File: src/verilog/timer_pkg.sv
// Package: register map, field layout, reset values and shared types of the timer
package timer_pkg;
   // Register indices; the bus byte address is four times the index
   localparam logic [11:0] IDX_COUNT_LOW = 12'hFD2;
   localparam logic [11:0] IDX_COUNT_HIGH_PERIOD = 12'hFD3;
   localparam logic [11:0] IDX_CONTROL_ENABLE_MODE_DIVIDER = 12'hFD4;
   localparam logic [11:0] IDX_CONTROL_CLOCK_PRESCALE = 12'hFD5;
   localparam logic [11:0] IDX_IRQ_CTRL = 12'hFD6;
   localparam int ADDR_W = 14;
   // Field positions of the first control register
   localparam int MODULE_ENABLE_BIT = 7;
   localparam int OUTPUT_LEVEL_STATUS_BIT = 5;
   localparam int WIDE_COUNTER_SELECT_BIT = 4;
   localparam int OUTPUT_DIVIDER_LSB = 0;
   // Field positions of the second control register
   localparam int CLOCK_SOURCE_LSB = 5;
   localparam int INPUT_UNSYNC_BIT = 4;
   localparam int INPUT_PRESCALE_LSB = 0;
   // Field positions of the interrupt control register
   localparam int IRQ_FLAG_BIT = 0;
   localparam int IRQ_ENABLE_BIT = 1;
   // Reset values
   localparam logic [7:0] COUNT_RESET = 8'h00;
   localparam logic [7:0] CONTROL_RESET = 8'h00;
   // Input prescaler counter width (up to 1:32768)
   localparam int PRESCALE_W = 15;
   // Clock source codes
   typedef enum logic [2:0] {
      CS_PIN = 3'h0, CS_PIN_INV = 3'h1, CS_INSTR = 3'h2, CS_HF_OSC = 3'h3,
      CS_LF_OSC = 3'h4, CS_SEC_OSC = 3'h5, CS_MF_OSC = 3'h6, CS_LOGIC_CELL = 3'h7
   } clock_source_e;
   // Raw clock inputs of the counter, sampled by ref_clk
   typedef struct packed {
      logic pin;
      logic hf_osc;
      logic lf_osc;
      logic sec_osc;
      logic mf_osc;
      logic logic_cell;
   } clock_inputs_s;
endpackage : timer_pkg

File: src/verilog/timer0_output_postscaler_ctrl.sv
// Timer with period match, 16-bit rollover, output postscaler and Avalon-MM registers
// Operation
// - Postscaler hidden; cleared by writes, reset
// - Output toggles on match or rollover
// - Output level readable at bit 5
// - Timer output offered to pin selection
// - Flag set on toggle; enable raises interrupt
// - Flag set every N+1 events
// - Synchronous timer stops during sleep
// - Asynchronous timer runs, wakes on interrupt
// - Bit 7 enables module, resets 0
// - Bit 4 selects 16-bit or 8-bit
// - Bits 3:0 select postscale value plus one
// - Bits 7:5 select clock source, reset 0
// - Bit 4 disables input synchronisation
// - Bits 3:0 select power-of-two prescale
// - 8-bit: high register is period
// - 16-bit: high/low bytes, reset zero
// - Buffered period compared, reloaded on match
// - Low read latches high; low write loads
// - Clock source code decode
// - Prescaler cleared by writes and reset
//
// Implementation choice: the Avalon-MM slave port.
`timescale 1ns/1ps
module timer0_output_postscaler_ctrl
(
   input wire logic ref_clk,
   input wire logic rst,
   input wire logic [timer_pkg::ADDR_W-1:0] avs_address,
   input wire logic avs_read,
   input wire logic avs_write,
   input wire logic [31:0] avs_writedata,
   input wire logic [3:0] avs_byteenable,
   output logic [31:0] avs_readdata,
   output logic avs_waitrequest,
   input wire timer_pkg::clock_inputs_s clock_inputs,
   input wire logic sleep_mode,
   output logic timer_output,
   output logic timer_irq,
   output logic wake_request
);
   import timer_pkg::*;

   // ----------------------------------------------------------------
   // Register state
   // ----------------------------------------------------------------
   logic [7:0] count_low;
   logic [7:0] count_high_period;
   logic [7:0] count_high;
   logic [7:0] period_buffer;
   logic module_enable;
   logic wide_counter_select;
   logic [3:0] output_divider_select;
   logic [2:0] clock_source_select;
   logic input_unsync_select;
   logic [3:0] input_prescale_select;
   logic timer_irq_flag;
   logic timer_irq_enable;
   logic [PRESCALE_W-1:0] prescale_count;
   logic [3:0] postscale_count;
   logic src_sync1;
   logic src_sync2;
   logic src_prev;
   logic access_done;

   // ----------------------------------------------------------------
   // Bus decode: one wait state, answered on the second cycle
   // ----------------------------------------------------------------
   logic [11:0] reg_index;
   logic hit;
   logic wr_go;
   logic rd_go;
   logic wr_low;
   logic wr_high;
   logic wr_con0;
   logic wr_con1;
   logic wr_irq;
   logic rd_low;
   logic [7:0] wbyte;

   assign reg_index = avs_address[ADDR_W-1:2];
   assign hit = avs_address[1:0] == 2'h0;
   assign wr_go = avs_write && access_done && hit && avs_byteenable[0];
   assign rd_go = avs_read && access_done && hit;
   assign wbyte = avs_writedata[7:0];
   assign wr_low = wr_go && reg_index == IDX_COUNT_LOW;
   assign wr_high = wr_go && reg_index == IDX_COUNT_HIGH_PERIOD;
   assign wr_con0 = wr_go && reg_index == IDX_CONTROL_ENABLE_MODE_DIVIDER;
   assign wr_con1 = wr_go && reg_index == IDX_CONTROL_CLOCK_PRESCALE;
   assign wr_irq = wr_go && reg_index == IDX_IRQ_CTRL;
   assign rd_low = rd_go && reg_index == IDX_COUNT_LOW;

   // Wait state toggle: request held by master until waitrequest low
   always_ff @(posedge ref_clk)
   begin
      if (rst)
      begin
         access_done <= 1'b0;
         avs_waitrequest <= 1'b1;
      end
      else
      begin
         access_done <= (avs_read || avs_write) && !access_done;
         avs_waitrequest <= !((avs_read || avs_write) && !access_done);
      end
   end

   // ----------------------------------------------------------------
   // Clock source selection and edge detection
   // ----------------------------------------------------------------
   logic src_raw;
   logic src_level;
   logic instr_tick;
   logic [1:0] instr_div;

   always_comb
   begin
      unique case (clock_source_e'(clock_source_select))
         CS_PIN: src_raw = clock_inputs.pin;
         CS_PIN_INV: src_raw = !clock_inputs.pin;
         CS_INSTR: src_raw = instr_div[1];
         CS_HF_OSC: src_raw = clock_inputs.hf_osc;
         CS_LF_OSC: src_raw = clock_inputs.lf_osc;
         CS_SEC_OSC: src_raw = clock_inputs.sec_osc;
         CS_MF_OSC: src_raw = clock_inputs.mf_osc;
         CS_LOGIC_CELL: src_raw = clock_inputs.logic_cell;
      endcase
   end

   // Instruction clock: system clock divided by four
   always_ff @(posedge ref_clk)
   begin
      if (rst)
         instr_div <= 2'h0;
      else
         instr_div <= instr_div + 2'h1;
   end
   assign instr_tick = instr_div == 2'h3;

   // Two-stage capture; only the second stage feeds the edge detect
   always_ff @(posedge ref_clk)
   begin
      if (rst)
      begin
         src_sync1 <= 1'b0;
         src_sync2 <= 1'b0;
      end
      else
      begin
         src_sync1 <= src_raw;
         src_sync2 <= src_sync1;
      end
   end
   assign src_level = src_sync2;

   // Edge memory: a sync edge waits for the next tick, so a quarter-rate source is not lost
   logic sync_edge;
   logic rise;
   logic edge_pending;
   always_ff @(posedge ref_clk)
   begin
      if (rst)
      begin
         src_prev <= 1'b0;
         edge_pending <= 1'b0;
      end
      else
      begin
         src_prev <= src_level;
         edge_pending <= !instr_tick && (edge_pending || (src_level && !src_prev));
      end
   end
   assign sync_edge = instr_tick && (edge_pending || (src_level && !src_prev));

   // synchronised or free input; sleep halts sync; async keeps running
   assign rise = input_unsync_select ? (src_level && !src_prev) : (sync_edge && !sleep_mode);

   // ----------------------------------------------------------------
   // Input prescaler
   // ----------------------------------------------------------------
   logic [PRESCALE_W:0] prescale_limit;
   logic count_tick;
   logic ctl_clear;

   assign ctl_clear = wr_low || wr_con0 || wr_con1;
   // ratio is two to the select
   assign prescale_limit = (PRESCALE_W+1)'(1) << input_prescale_select;
   assign count_tick = module_enable && rise &&
      ({1'b0, prescale_count} == prescale_limit - (PRESCALE_W+1)'(1));

   // prescaler cleared by writes and reset
   always_ff @(posedge ref_clk)
   begin
      if (rst || ctl_clear)
         prescale_count <= '0;
      else if (module_enable && rise)
         prescale_count <= count_tick ? '0 : prescale_count + PRESCALE_W'(1);
   end

   // ----------------------------------------------------------------
   // Counter core
   // ----------------------------------------------------------------
   logic match_8;
   logic roll_16;
   logic timer_event;

   assign match_8 = !wide_counter_select && count_low == period_buffer;
   assign roll_16 = wide_counter_select && count_low == 8'hFF && count_high == 8'hFF;
   assign timer_event = count_tick && (match_8 || roll_16);

   // Low count: bus write wins over the count
   always_ff @(posedge ref_clk)
   begin
      if (rst)
         count_low <= COUNT_RESET;
      else if (wr_low)
         count_low <= wbyte;
      else if (count_tick && match_8)
         count_low <= 8'h00;
      else if (count_tick)
         count_low <= count_low + 8'h01;
   end

   always_ff @(posedge ref_clk)
   begin
      if (rst)
         count_high <= COUNT_RESET;
      else if (wr_low)
         count_high <= count_high_period;
      else if (count_tick && wide_counter_select && count_low == 8'hFF)
         count_high <= count_high + 8'h01;
   end

   // High/period register
   always_ff @(posedge ref_clk)
   begin
      if (rst)
         count_high_period <= COUNT_RESET;
      else if (wr_high)
         count_high_period <= wbyte;
      else if (rd_low && wide_counter_select)
         count_high_period <= count_high;
   end

   // buffer reload on match; idle module tracks the register
   always_ff @(posedge ref_clk)
   begin
      if (rst)
         period_buffer <= COUNT_RESET;
      else if ((count_tick && match_8) || !module_enable)
         period_buffer <= count_high_period;
   end

   // ----------------------------------------------------------------
   // Output postscaler and output level
   // ----------------------------------------------------------------
   // advance per event, wrap at ratio; ratio is value plus one
   always_ff @(posedge ref_clk)
   begin
      if (rst || ctl_clear)
         postscale_count <= 4'h0;
      else if (timer_event)
         postscale_count <= (postscale_count == output_divider_select) ? 4'h0 : postscale_count + 4'h1;
   end

   logic out_toggle;
   assign out_toggle = timer_event && postscale_count == output_divider_select;

   // toggle on divided event; drives pin selection
   always_ff @(posedge ref_clk)
   begin
      if (rst)
         timer_output <= 1'b0;
      else if (out_toggle)
         timer_output <= !timer_output;
   end

   // ----------------------------------------------------------------
   // Control registers
   // ----------------------------------------------------------------
   // enable, width, divider
   always_ff @(posedge ref_clk)
   begin
      if (rst)
      begin
         module_enable <= CONTROL_RESET[MODULE_ENABLE_BIT];
         wide_counter_select <= CONTROL_RESET[WIDE_COUNTER_SELECT_BIT];
         output_divider_select <= CONTROL_RESET[OUTPUT_DIVIDER_LSB +: 4];
      end
      else if (wr_con0)
      begin
         module_enable <= wbyte[MODULE_ENABLE_BIT];
         wide_counter_select <= wbyte[WIDE_COUNTER_SELECT_BIT];
         output_divider_select <= wbyte[OUTPUT_DIVIDER_LSB +: 4];
      end
   end

   always_ff @(posedge ref_clk)
   begin
      if (rst)
      begin
         clock_source_select <= CONTROL_RESET[CLOCK_SOURCE_LSB +: 3];
         input_unsync_select <= CONTROL_RESET[INPUT_UNSYNC_BIT];
         input_prescale_select <= CONTROL_RESET[INPUT_PRESCALE_LSB +: 4];
      end
      else if (wr_con1)
      begin
         clock_source_select <= wbyte[CLOCK_SOURCE_LSB +: 3];
         input_unsync_select <= wbyte[INPUT_UNSYNC_BIT];
         input_prescale_select <= wbyte[INPUT_PRESCALE_LSB +: 4];
      end
   end

   // ----------------------------------------------------------------
   // Interrupt flag, enable and wake
   // ----------------------------------------------------------------
   // set on toggle; the set wins over a software clear
   always_ff @(posedge ref_clk)
   begin
      if (rst)
      begin
         timer_irq_flag <= 1'b0;
         timer_irq_enable <= 1'b0;
      end
      else
      begin
         if (out_toggle)
            timer_irq_flag <= 1'b1;
         else if (wr_irq)
            timer_irq_flag <= wbyte[IRQ_FLAG_BIT];
         if (wr_irq)
            timer_irq_enable <= wbyte[IRQ_ENABLE_BIT];
      end
   end

   always_ff @(posedge ref_clk)
   begin
      if (rst)
      begin
         timer_irq <= 1'b0;
         wake_request <= 1'b0;
      end
      else
      begin
         timer_irq <= timer_irq_flag && timer_irq_enable;
         wake_request <= timer_irq_flag && timer_irq_enable && sleep_mode;
      end
   end

   // ----------------------------------------------------------------
   // Read data, registered on the edge that first sees the request
   // ----------------------------------------------------------------
   logic [7:0] next_rbyte;
   always_comb
   begin
      next_rbyte = 8'h00;
      if (hit)
      begin
         unique case (reg_index)
            IDX_COUNT_LOW: next_rbyte = count_low;
            IDX_COUNT_HIGH_PERIOD: next_rbyte = count_high_period;
            IDX_CONTROL_ENABLE_MODE_DIVIDER:
            begin
               next_rbyte[MODULE_ENABLE_BIT] = module_enable;
               next_rbyte[OUTPUT_LEVEL_STATUS_BIT] = timer_output;
               next_rbyte[WIDE_COUNTER_SELECT_BIT] = wide_counter_select;
               next_rbyte[OUTPUT_DIVIDER_LSB +: 4] = output_divider_select;
            end
            IDX_CONTROL_CLOCK_PRESCALE:
               next_rbyte = {clock_source_select, input_unsync_select, input_prescale_select};
            IDX_IRQ_CTRL:
            begin
               next_rbyte[IRQ_FLAG_BIT] = timer_irq_flag;
               next_rbyte[IRQ_ENABLE_BIT] = timer_irq_enable;
            end
            default: next_rbyte = 8'h00;
         endcase
      end
   end

   // Read data loads when the request is first seen, stands at the answer edge
   always_ff @(posedge ref_clk)
   begin
      if (rst)
         avs_readdata <= 32'h0000_0000;
      else if (avs_read && !access_done)
         avs_readdata <= {24'h00_0000, next_rbyte};
   end
endmodule : timer0_output_postscaler_ctrl

File: config.mk
export PLATFORM = sky130hd
export DESIGN_NAME = timer0_output_postscaler_ctrl
export DESIGN_NICKNAME = d
export VERILOG_FILES = /design/src/verilog/timer_pkg.sv /design/src/verilog/timer0_output_postscaler_ctrl.sv
export SDC_FILE = /design/constraint.sdc
export NUM_CORES = 1
export LEC_CHECK = 0
export ABC_AREA = 1
export BUFFER_PORTS_ARGS = -buffer_cell sky130_fd_sc_hd__buf_2
export CORE_ASPECT_RATIO = 1.2
export CORE_MARGIN = 10
export CORE_UTILIZATION = 61
export DETAILED_ROUTE_END_ITERATION = 6
export GPL_ROUTABILITY_DRIVEN = 1
export PLACE_DENSITY = 0.82
export SYNTH_ARGS = -nofsm -noshare
export SYNTH_HDL_FRONTEND = slang
export SYNTH_SLANG_ARGS = --single-unit
File: constraint.sdc
create_clock -name ref_clk -period 5.97 [get_ports ref_clk]
set_input_delay 1.791 -clock ref_clk [delete_from_list [all_inputs] [get_ports ref_clk]]
set_output_delay 1.791 -clock ref_clk [all_outputs]
set_load 0.05 [all_outputs]
==> results.md, run 1 <==
- Area Growth Syn to Fin: 6.43%
- Final wirelength: 15300 um
- Max layer used: met4
- TritonCTS sink count: 86
- Standard-cell rows: 37
- Worst Path Arrival: 4.70 ns
- Initial antenna violation count: 0
- Number of global-route vias before repair: 4984
- CTS max path bufs: 2
- Drt drc: 0
- Fin. max-slew vios: 0
- Antenna fix cells: 0
- Metal-1 WL: 5830 um
- Core Region: 0.00856 mm2
- Main flop type after synthesis: dfxtp_1
- Synth cell types: 45
- Hold Crit Start: src_sync1
- Ports: 97
- Gr ovfl total: 0
- # setup viols final: 0
- Mapped Area: 0.00532 mm2
- Max-Cap Viols: 0
- Post-route insts no fill: 949
- Hold-fix buffers, CTS: 0
- Final Cycle Share: 0.743
- Reg2reg path depth: 13
- Syn_area_per_cell: 6.70 um2
- Hold EP: src_level
- Sequential area share after synthesis: 0.324
- Upper clock frequency limit: 225 MHz
- Met2 wire length: 8030 um
- Placed Cells incl. Taps: 933
- Worst IR Drop VDD: 0.144 mV
- DR vias: 5299
- Critical path peak fanout: 17
- Clock root buffer: clkbuf_8
- Dpl hpwl: 11900 um
- Most used cell, CP: nand2_1
- Warnings, synthesis: 0
- EDFF count, synth: 0
- Leak: 2.41 nW
- WL/cell: 16.2 um
- Die Y: 122 um
- GRT Total Usage: 0.230
- Least-Margin Pin Slew: 1.13 ns
- Max-slew headroom: 0.239
- Post-route antenna net violation count: 0
- Worst R2R Setup Slack: 2.97 ns
- Drt initial violations: 381
- Yosys top cell by area: dfxtp_1
- Skew final: 0.0121 ns
- First-pass GRT wire length: 24100 um
- RSZ-0062 raised after global routing: false
- Synth top area share: 0.324
- H-Tree Depth: 3
- CP cell instances: buf_2 -> inv_1 -> nand4_1 -> nor2_1 -> nand2_1 -> nor2_2 -> clkinv_1 -> nand2_1 -> o21ai_0 -> o21a_1
- #FFs+latches synth: 86
- Clock latency on the worst-skew pair: 0.37 ns
- Fraction of layout cells with a size suffix above 1: 0.125
- Hold Path Depth: 2
- Setup CP Type: in2reg
- Setup crit start kind: input port
- CTS resizes: 0
- Via/cell ratio: 5.58
- Critical path's largest stage delay: 0.57 ns
- Nature of the critical path endpoint: flip-flop
- Gpl congestion: 1.00
- Final core occ: 0.661
- Crit path required time: 6.23 ns
- Critical path's top delay family: simple AND/OR/NAND/NOR gates
- HP Class: reg2reg
- Period minus WS final: 4.44 ns
- Starting Density: 0.621
- First-pass iteration count of the detailed router: 5
- Reg2reg start: input_prescale_select[3]
- Port-buffer cells: 45
- Die X-Extent: 105 um
- Setup TNS: 0 ns
- Synth top area cells: dfxtp_1 (32%), nand2_1 (11%), nor2_1 (7.4%)
- Nets: 894
- CTS tree: yes
- Postcts setup bufs: 0
- Mapped Cells: 793
- Worst path slowest cell: clkinv_1
- TritonCTS buffer count: 9
- Hold slack: 0.430 ns
- CTS clk-pin slew, worst paths: 0.09 ns
- Final hold viol count: 0
- Die area: 0.0129 mm2
- Status: complete, no violations
- Crit path buffers/inverters: 3
- Pwr Density: 185 mW/mm2
- DR WL met3: 946 um
- Crit Reg-Reg Endpoint: period_buffer[2]
- Largest net degree at the start of global routing: 44
- Layout filler cell count: 820
- Synth async-reset ratio: 0
-- cells in the final DEF, fill, tap and decap left out, types with 3 or more instances in the layout --
master    synthesis  final
a21oi_1          43     43
dfxtp_1          86     86
clkinv_1          3      3
buf_2             4     45
o21ai_1           3      3
nand2_2          10     10
o21ai_2           3      3
nand3_1          51     51
nor2_1          105    105
nor4_1            3      3
nand2_1         158    158
inv_1            86     86
nand4_1          17     17
o22ai_1          11     11
xnor2_1           4      4
nor2_4            4      4
nor2_2            3      3
ha_1              6      6
nor3_1           14     14
nand3b_1          4      4
conb_1            1     24
a31oi_1           7      7
nor3b_1           7      7
o21ai_0          53     53
xor2_1           19     19
clkbuf_8          0     11
a211oi_1         18     18
nand2_4           4      4
inv_2             5      5
-- cell usage after synthesis (6+ instances only) --
library cell    n
a211oi_1       18
a21oi_1        43
a31oi_1         7
buf_4          25
clkbuf_1       12
dfxtp_1        86
ha_1            6
inv_1          86
nand2_1       158
nand2_2        10
nand3_1        51
nand4_1        17
nor2_1        105
nor3_1         14
nor3b_1         7
o21ai_0        53
o22ai_1        11
xor2_1         19
-- flip-flops by register name, summed over array words and instances, names as in the netlist, 2 cells and up --
signal                 cells
prescale_count            15
output_divider_select      4
input_prescale_select      4
postscale_count            4
avs_readdata               8
period_buffer              8
count_low                  8
count_high                 8
instr_div                  2
count_high_period          8
clock_source_select        3
-- where the power goes --
part           total (mW)  internal, mW  switching, mW  leakage [nW]
registers           0.578         0.576        0.00130         0.694
logic              0.0797        0.0145         0.0652          1.62
clock network       0.392         0.173          0.219        0.0913
-- per-stage QoR --
step / instance area [um2] / worst slack (ns) / power, mW
floorplan: 5400 / 2.73 / 0.661
global placement: 5470 / 1.29 / 0.667
detailed placement: 5470 / 1.21 / 0.669
CTS: 5660 / 1.58 / 1.05
global route: 5660 / 1.18 / 1.08
finish: 5660 / 1.53 / 1.05
-- per-layer routing --
layer | GRT usage | up-vias
met4 | 0.102 | 0
met3 | 0.0399 | 41
met2 | 0.428 | 192
li1 | - | 2626
met1 | 0.251 | 2440
met5 | 0 | -
-- worst register-to-register path, cell delays in order (launching register included) --
cell     delay (ns)
dfxtp_1        0.77
nor2_8         0.13
nand3_1        0.12
ha_1           0.36
xnor2_1        0.18
nand2_1        0.09
and2_1         0.18
nor2_1         0.10
nand2_1        0.09
nor2_4         0.19
nand3_4        0.18
nand2_4        0.22
o21ai_0        0.12
a21oi_1        0.20
-- kinds of logic (layout without fill, tap and decap cells) --
logic type / count (synthesis) / after routing / synth area share
flops: 86 / 86 / 0.324
compound gates: 145 / 145 / 0.155
fa+ha+maj: 6 / 6 / 0.0141
other cells: 1 / 24 / 0.000705
buf+inv: 142 / 158 / 0.127
simple gates: 389 / 389 / 0.338
xor+xnor: 24 / 24 / 0.0410
-- area by class of cell --
cell class | instances | area, um2 | area share
multi-input combinational | 588 | 3010 | 0.531
sequential | 86 | 1720 | 0.304
inverter | 96 | 365 | 0.0646
timing repair buffer | 46 | 233 | 0.0411
clock buffer | 11 | 151 | 0.0268
tap | 117 | 146 | 0.0259
clock inverter | 5 | 33.8 | 0.00597
-- worst max path at each step --
stage | depth (start not counted) | start | slack (ns) | end
2_1_floorplan | 8 | avs_address[12] | 2.73 | count_high_period[2]
3_3_place_gp | 10 | avs_address[7] | 1.29 | count_low[0]
3_5_place_dp | 10 | avs_address[7] | 1.21 | count_low[0]
4_1_cts | 10 | avs_address[7] | 1.58 | count_low[0]
5_1_grt | 10 | avs_address[7] | 1.18 | count_low[0]
6_report | 10 | avs_address[7] | 1.53 | count_low[0]
Note: power is estimated with default switching activity, not from simulation.
==> run 2, diff against run 1 <==
--- a/config.mk
+++ b/config.mk
@@ -9,10 +9,10 @@
 export BUFFER_PORTS_ARGS = -buffer_cell sky130_fd_sc_hd__buf_2
 export CORE_ASPECT_RATIO = 1.2
 export CORE_MARGIN = 10
-export CORE_UTILIZATION = 61
+export CORE_UTILIZATION = 57
 export DETAILED_ROUTE_END_ITERATION = 6
 export GPL_ROUTABILITY_DRIVEN = 1
-export PLACE_DENSITY = 0.82
+export PLACE_DENSITY = 0.77
 export SYNTH_ARGS = -nofsm -noshare
 export SYNTH_HDL_FRONTEND = slang
 export SYNTH_SLANG_ARGS = --single-unit
==> constraint.sdc (replaced) <==
create_clock -name ref_clk -period 4.5 [get_ports ref_clk]
set_input_delay 1.35 -clock ref_clk [delete_from_list [all_inputs] [get_ports ref_clk]]
set_output_delay 1.35 -clock ref_clk [all_outputs]
set_load 0.05 [all_outputs]
==> run 2 against run 1 <==
  * First-iteration DRC count decreased by 3.9%
  * Sequential cell count unchanged
  * Highest routed layer unchanged
  * Non-clock buffer count rose by 6
  * Power up 37%
  * Clock-buffer cell count grew 2
  * Final area is 1.1% higher
  * Critical path type unchanged
  * Global-route usage shrank 0.93 points
  * Cell count grew 0.95%
  * Largest power group unchanged
  * Sequential power up 33%
  * Worst hold slack worse by 0.011 ns
==> results.md, run 2 (synthesis gave the netlist of run 1 again) <==
- Status: complete, no violations
- WL/cell: 15.8 um (-2.0%)
- Number of global-route vias before repair: 5109 (+2.5%)
- Gpl congestion: 0.948 (-5.6%)
- Area of all sequential standard cells: 0.00172 mm2 (unchanged)
- Clock power share: 0.396 (+0.023)
- Core Region: 0.00908 mm2 (+6.0%)
- Reg2reg path depth: 13 (unchanged)
- Postcts setup bufs: 0 (unchanged)
- Switch Pwr: 372 uW (+30%)
- Antenna fix cells: 0 (unchanged)
- Clock root buffer: clkbuf_8
- Die area: 0.0136 mm2 (+5.8%)
- Upper clock frequency limit: 309 MHz
- Most frequent cells in the layout: nand2_1 (158), nor2_1 (105), inv_1 (86), dfxtp_1 (86), o21ai_0 (53)
- H-Tree Depth: 3 (unchanged)
- Least-Margin Pin Slew: 0.727 ns (-0.407 ns)
- Fin. max-slew vios: 0 (unchanged)
- RSZ-0062 raised after global routing: false
- Post-route antenna net violation count: 0 (unchanged)
- Final Cycle Share: 0.718
- Area Growth Syn to Fin: 7.65%
- TritonCTS buffer count: 9 (unchanged)
- Max-slew headroom: 0.513 (+0.274)
- Setup crit start kind: input port
- DR vias: 5259 (-0.75%)
- Crit path required time: 4.77 ns (-1.46 ns)
- CTS clk-pin slew, worst paths: 0.09 ns (about the same)
- GRT Total Usage: 0.221 (-0.00927)
- First-pass GRT wire length: 24100 um (unchanged)
- Drt initial violations: 366 (-3.9%)
- Standard-cell rows: 38 (+2.7%)
- Setup CP Type: in2reg
- Final wirelength: 15200 um (-1.1%)
- Initial antenna violation count: 0 (unchanged)
- Clock latency on the worst-skew pair: 0.37 ns (about the same)
- Switching Share: 0.258 (-0.0141)
- Worst IR Drop VDD: 0.158 mV (+9.8%)
- Layout filler cell count: 873 (+6.5%)
- Die X-Extent: 108 um (+2.8%)
- Dpl hpwl: 11900 um (+0.12%)
- Sequential Power Share: 0.531 (-0.020)
- Gr ovfl total: 0 (unchanged)
- First-pass iteration count of the detailed router: 4 (-1)
- TritonCTS sink count: 86 (unchanged)
- Die Y: 126 um (+2.9%)
- Largest net degree at the start of global routing: 28 (-36%)
- Starting Density: 0.585 (-0.0353)
- Largest Register: prescale_count
- HP Class: reg2reg
- Fraction of layout cells with a size suffix above 1: 0.129 (+0.00388)
- Worst Path Arrival: 3.50 ns (-1.20 ns)
- Pwr Density: 252 mW/mm2 (+36%)
- Hold Path Depth: 2 (unchanged)
- Nature of the critical path endpoint: flip-flop
- # setup viols final: 0 (unchanged)
- Hold Crit Start: src_sync1
- Critical path peak fanout: 17 (unchanged)
- Hold-fix buffers, CTS: 0 (unchanged)
- Final instance area: 0.00572 mm2 (+1.1%)
- Max reg flops: 15 (unchanged)
- Placed cell area: 0.00552 mm2 (+0.89%)
- Int Power: 1.07 mW (+40%)
- Drt drc: 0 (unchanged)
- CP startpoint: avs_address[7]
- Reg2reg start: input_prescale_select[3]
- Area of the multi-input gates: 0.00301 mm2 (unchanged)
- Via/cell ratio: 5.49 (-1.7%)
- Most common cell after layout, fill and taps aside: nand2_1
- Port-buffer cells: 45 (unchanged)
- Skew final: 0.0117 ns (-0.000461 ns)
- Period minus WS final: 3.23 ns
- CTS resizes: 0 (unchanged)
- Max-Cap Viols: 0 (unchanged)
- Setup TNS: 0 ns (unchanged)
- CTS tree: yes
- Ports: 97 (unchanged)
- Comb power frac: 0.073 (-0.003)
- CTS max path bufs: 2 (unchanged)
- Nets: 900 (+0.67%)
- Leak: 2.45 nW (+1.7%)
- Final hold viol count: 0 (unchanged)
run 2: cell count changes in the layout (fill, tap and decap cells not counted), sizes merged:
cell / before / now
bufinv: 0 / 1
buf: 46 / 52
clkinv: 6 / 4
clkbuf: 11 / 13
clkinvlp: 2 / 1
run 2: path summary, 6_finish.rpt:
kind                  end  slack [ns]
max reg2reg  count_low[0]        1.48
max          count_low[0]        1.27
min reg2reg     src_level        0.42
min             src_level        0.42
run 2: critical path, stage by stage:
cell and delay [ns]:
buf_2 0.09, inv_1 0.04, nand4_1 0.10, nor2_1 0.11
buf_4 0.18, nand2_1 0.21, nor2_2 0.14, buf_4 0.21
clkinv_1 0.41, nand2_1 0.34, o21ai_0 0.12, o21a_1 0.19
run 2: area by class of cell:
class | instances | share of cell area
Multi-Input combinational cell | 588 | 0.525
Sequential cell | 86 | 0.301
Inverter | 96 | 0.0638
Timing Repair Buffer | 52 | 0.0485
Clock buffer | 13 | 0.0278
Tap cell | 120 | 0.0262
Clock inverter | 3 | 0.00743
run 2: per-layer routing:
metal / GRT usage / wire, um / vias to the layer above
met5: 0 / 0 / -
met1: 0.232 / 5780 / 2406
met2: 0.383 / 7590 / 172
met4: 0.164 / 932 / 0
li1: - / - / 2626
met3: 0.0367 / 868 / 55
run 2: power groups by stage:
stage	combinational [mW]	clock [mW]	sequential [mW]
after floorplan	0.0900	0	0.787
after global placement	0.102	0	0.784
after detailed placement	0.103	0	0.784
after CTS	0.103	0.570	0.766
after global routing	0.112	0.600	0.767
final	0.105	0.571	0.767
run 2: stage by stage:
step                cells  worst slack (ns)   util  hold slack (ns)  power, mW
floorplan             816              1.70      -            0.388      0.877
detailed placement    942             0.946  0.608            0.403      0.888
finish                958              1.27  0.630            0.419       1.44
CTS                   958              1.33  0.630            0.423       1.44
global route          958              1.04  0.630            0.441       1.48
global placement      942             0.960  0.608            0.403      0.886
==> run 3, diff against run 2 <==
--- a/config.mk
+++ b/config.mk
@@ -5,14 +5,14 @@
 export SDC_FILE = /design/constraint.sdc
 export NUM_CORES = 1
 export LEC_CHECK = 0
-export ABC_AREA = 1
+export ABC_AREA = 0
 export BUFFER_PORTS_ARGS = -buffer_cell sky130_fd_sc_hd__buf_2
 export CORE_ASPECT_RATIO = 1.2
 export CORE_MARGIN = 10
-export CORE_UTILIZATION = 57
+export CORE_UTILIZATION = 50
 export DETAILED_ROUTE_END_ITERATION = 6
 export GPL_ROUTABILITY_DRIVEN = 1
-export PLACE_DENSITY = 0.77
+export PLACE_DENSITY = 0.72
 export SYNTH_ARGS = -nofsm -noshare
 export SYNTH_HDL_FRONTEND = slang
 export SYNTH_SLANG_ARGS = --single-unit
==> constraint.sdc (replaced) <==
create_clock -name ref_clk -period 2.6 [get_ports ref_clk]
set_input_delay 0.78 -clock ref_clk [delete_from_list [all_inputs] [get_ports ref_clk]]
set_output_delay 0.78 -clock ref_clk [all_outputs]
set_load 0.05 [all_outputs]
==> run 3 against run 2 <==
  * The run now ends with setup timing left
  * Routed wire length shrank 11%
  * Synthesized cell count fell by 28%
  * Non-clock buffer count increased by 53
  * Worst hold slack better by 0.013 ns
  * First-iteration DRC count down 25%
  * Sequential share of layout area fell by 1.8 points
  * Highest routed layer unchanged
==> results.md, run 3 <==
- Status: complete, but fails checks
- Failing checks: setup timing
- Syn_area_per_cell: 8.65 um2 (+29%)
- Final Cycle Share: 1.15
- Max-slew headroom: 0.605 (+0.0912)
- #FFs+latches synth: 86 (unchanged)
- Area of the multi-input gates: 0.00310 mm2 (+3.0%)
- Final instance area: 0.00609 mm2 (+6.3%)
- Mapped Cells: 573 (-28%)
- Hold Crit Start: instr_div[0]
- Upper clock frequency limit: 334 MHz
- Area Growth Syn to Fin: 22.8%
- Pwr Density: 467 mW/mm2 (+85%)
- Final wirelength: 13600 um (-11%)
- RSZ-0062 raised after global routing: true
- Post-route antenna net violation count: 0 (unchanged)
- Fraction of layout cells with a size suffix above 1: 0.252 (+0.123)
- Top-count cell post-synth: dfxtp_1
- Hold EP: instr_div[0]
- WL/cell: 17.3 um (+9.0%)
- Hold Path Depth: 1 (-1)
- Final hold viol count: 0 (unchanged)
- Reg2reg path depth: 12 (-1)
- EDFF count, synth: 0 (unchanged)
- H-Tree Depth: 3 (unchanged)
- Main flop type after synthesis: dfxtp_1
- Die Y: 129 um (+2.6%)
- Setup CP Type: reg2reg
- CTS clk-pin slew, worst paths: 0.06 ns (-0.03 ns)
- Nets: 724 (-20%)
- Nature of the critical path endpoint: flip-flop
- Warnings, synthesis: 0 (unchanged)
- Area of all sequential standard cells: 0.00172 mm2 (about the same)
- TritonCTS sink count: 86 (unchanged)
- Drt drc: 0 (unchanged)
- Worst IR Drop VDD: 0.326 mV (+110%)
- Standard-cell rows: 39 (+2.6%)
- Critical path's top delay family: simple AND/OR/NAND/NOR gates
- Yosys top cell by area: dfxtp_1
- Number of global-route vias before repair: 4500 (-12%)
- Max-Cap Viols: 0 (unchanged)
- Worst path slowest cell: or4b_4
- Crit Reg-Reg Endpoint: postscale_count[2]
- Antenna fix cells: 0 (unchanged)
- DR vias: 4436 (-16%)
- Synth top area cells: dfxtp_1 (35%), mux2i_1 (9.5%), nor2_1 (5.8%)
- Period minus WS final: 2.99 ns
- Synth cell count leaders: dfxtp_1 (86), nor2_1 (77), mux2i_1 (47)
- Setup crit start kind: flip-flop
- Synth async-reset ratio: 0 (unchanged)
- Most common cell after layout, fill and taps aside: dfxtp_1
- Drt initial violations: 276 (-25%)
- Most frequent cells in the layout: dfxtp_1 (85), nor2_1 (75), buf_4 (48), mux2i_1 (47), buf_2 (45)
- Largest net degree at the start of global routing: 33 (+18%)
- Die area: 0.0143 mm2 (+5.2%)
- HP Class: reg2reg
- Port-buffer cells: 45 (unchanged)
- Mapped Area: 0.00495 mm2 (-6.8%)
- Critical path's largest stage delay: 0.50 ns (+0.09 ns)
- Worst Path Arrival: 3.27 ns (-0.23 ns)
- Placed cell area: 0.00554 mm2 (+0.36%)
- Leak: 2.59 nW (+5.8%)
- # setup viols final: 44 (+44)
- Max reg flops: 15 (unchanged)
- Ports: 97 (unchanged)
- Skew final: 0.00977 ns (-0.00190 ns)
- Synth top area share: 0.347 (+0.0236)
- Fin. max-slew vios: 0 (unchanged)
- Reg2reg start: input_prescale_select[2]
- Gpl congestion: 0.921 (-2.8%)
- Crit path required time: 2.87 ns (-1.90 ns)
- Clock root buffer: clkbuf_16
- Largest Register: prescale_count
- Core Region: 0.00961 mm2 (+5.9%)
- Dpl hpwl: 10200 um (-15%)
- GRT Total Usage: 0.186 (-0.0354)
- Starting Density: 0.515 (-0.0700)
- Synth cell types: 72 (+60%)
- Worst R2R Setup Slack: -0.39 ns (-1.87 ns)
- Die X-Extent: 111 um (+2.5%)
- CTS max path bufs: 2 (unchanged)
- Initial antenna violation count: 0 (unchanged)
- CTS tree: yes
- Via/cell ratio: 5.65 (+2.9%)
- Critical path peak fanout: 8 (-9)
- Least-Margin Pin Slew: 0.593 ns (-0.134 ns)
- Gr ovfl total: 0 (unchanged)
- CP cell instances: nor3_4 -> nand2b_1 -> ha_4 -> buf_6 -> nand2b_4 -> a21oi_2 -> o21ai_1 -> a221o_1 -> nand4bb_4 -> nand2b_4 -> or4b_4 -> a21oi_2
- First-pass GRT wire length: 22200 um (-7.9%)
- Sequential area share after synthesis: 0.347 (+0.0236)
- First-pass iteration count of the detailed router: 5 (+1)
- TritonCTS buffer count: 9 (unchanged)
- Layout filler cell count: 826 (-5.4%)
- Hold slack: 0.432 ns (+0.0134 ns)
- Final setup margin: -0.393 ns (-1.66 ns)
- Crit path buffers/inverters: 1 (-4)
- Clock latency on the worst-skew pair: 0.34 ns (-0.03 ns)
- Hold-fix buffers, CTS: 0 (unchanged)
==> run 3: area by class of cell <==
type                    count  area share
clock buffers              12      0.0421
clock inverters             4     0.00905
inverters                  10     0.00617
multi-input cells         445       0.509
flip-flops and latches     86       0.283
well taps                 123      0.0253
repair buffers            105       0.126
==> run 3: how the worst max path moves through the flow <==
stage,start,endpoint,slack (ns),depth (start not counted)
6_report,input_prescale_select[2],postscale_count[2],-0.39,12
5_1_grt,input_prescale_select[2],postscale_count[2],-0.53,11
4_1_cts,input_prescale_select[2],postscale_count[2],-0.36,11
3_5_place_dp,input_prescale_select[2],period_buffer[4],-0.40,13
3_3_place_gp,input_prescale_select[2],count_high[6],-0.35,13
2_1_floorplan,input_prescale_select[3],count_high[2],-0.41,16
==> run 3: what timing repair did <==
item | 4_1_cts | 5_1_grt
resized for setup | 22 | 21
setup buffers | 7 | 4
setup endpoints to repair | 45 | 45
pin swaps | 11 | 11
==> run 3: kinds of logic after synthesis <==
logic type / share of synthesized area
compound gates: 0.156
xor+xnor: 0.0636
simple gates: 0.238
fa+ha+maj: 0.0152
mux: 0.104
buf+inv: 0.0752
other cells: 0.000757
flops: 0.347
==> run 3: metrics by stage <==
stage	cells	utilization	power, mW	worst slack (ns)	TNS (ns)
finish	785	0.633	2.84	-0.393	-12.46
global route	785	0.633	2.91	-0.527	-18.62
floorplan	596	-	1.52	-0.413	-10.88
global placement	759	0.576	1.54	-0.348	-9.12
detailed placement	759	0.576	1.55	-0.399	-11.56
CTS	781	0.622	2.85	-0.358	-10.19
==> run 3: power breakdown <==
group | internal [mW] | total, mW | switching [mW] | leakage [nW]
Clock | 0.800 | 1.32 | 0.518 | 0.149
Sequential | 1.33 | 1.33 | 0.00376 | 0.695
Combinational | 0.0449 | 0.193 | 0.148 | 1.75
Total | 2.17 | 2.84 | 0.669 | 2.59
==> run 3: layer usage <==
layer / GRT usage / share of wire / vias to the layer above
met1: 0.204 / 0.41 / 2140
li1: - / - / 2180
met5: 0 / 0 / -
met4: 0.0805 / 0.027 / 0
met2: 0.341 / 0.52 / 91
met3: 0.0369 / 0.042 / 25
==> run 3: worst reg2reg max path: cells and delay by family (launching register included) <==
family / cells / cell delay (ns)
AOI/OAI and AO/OA: 4 / 0.67
adders and majority gates: 1 / 0.21
buffers and inverters: 1 / 0.13
DFF: 1 / 0.33
and+or+nand+nor: 6 / 1.58
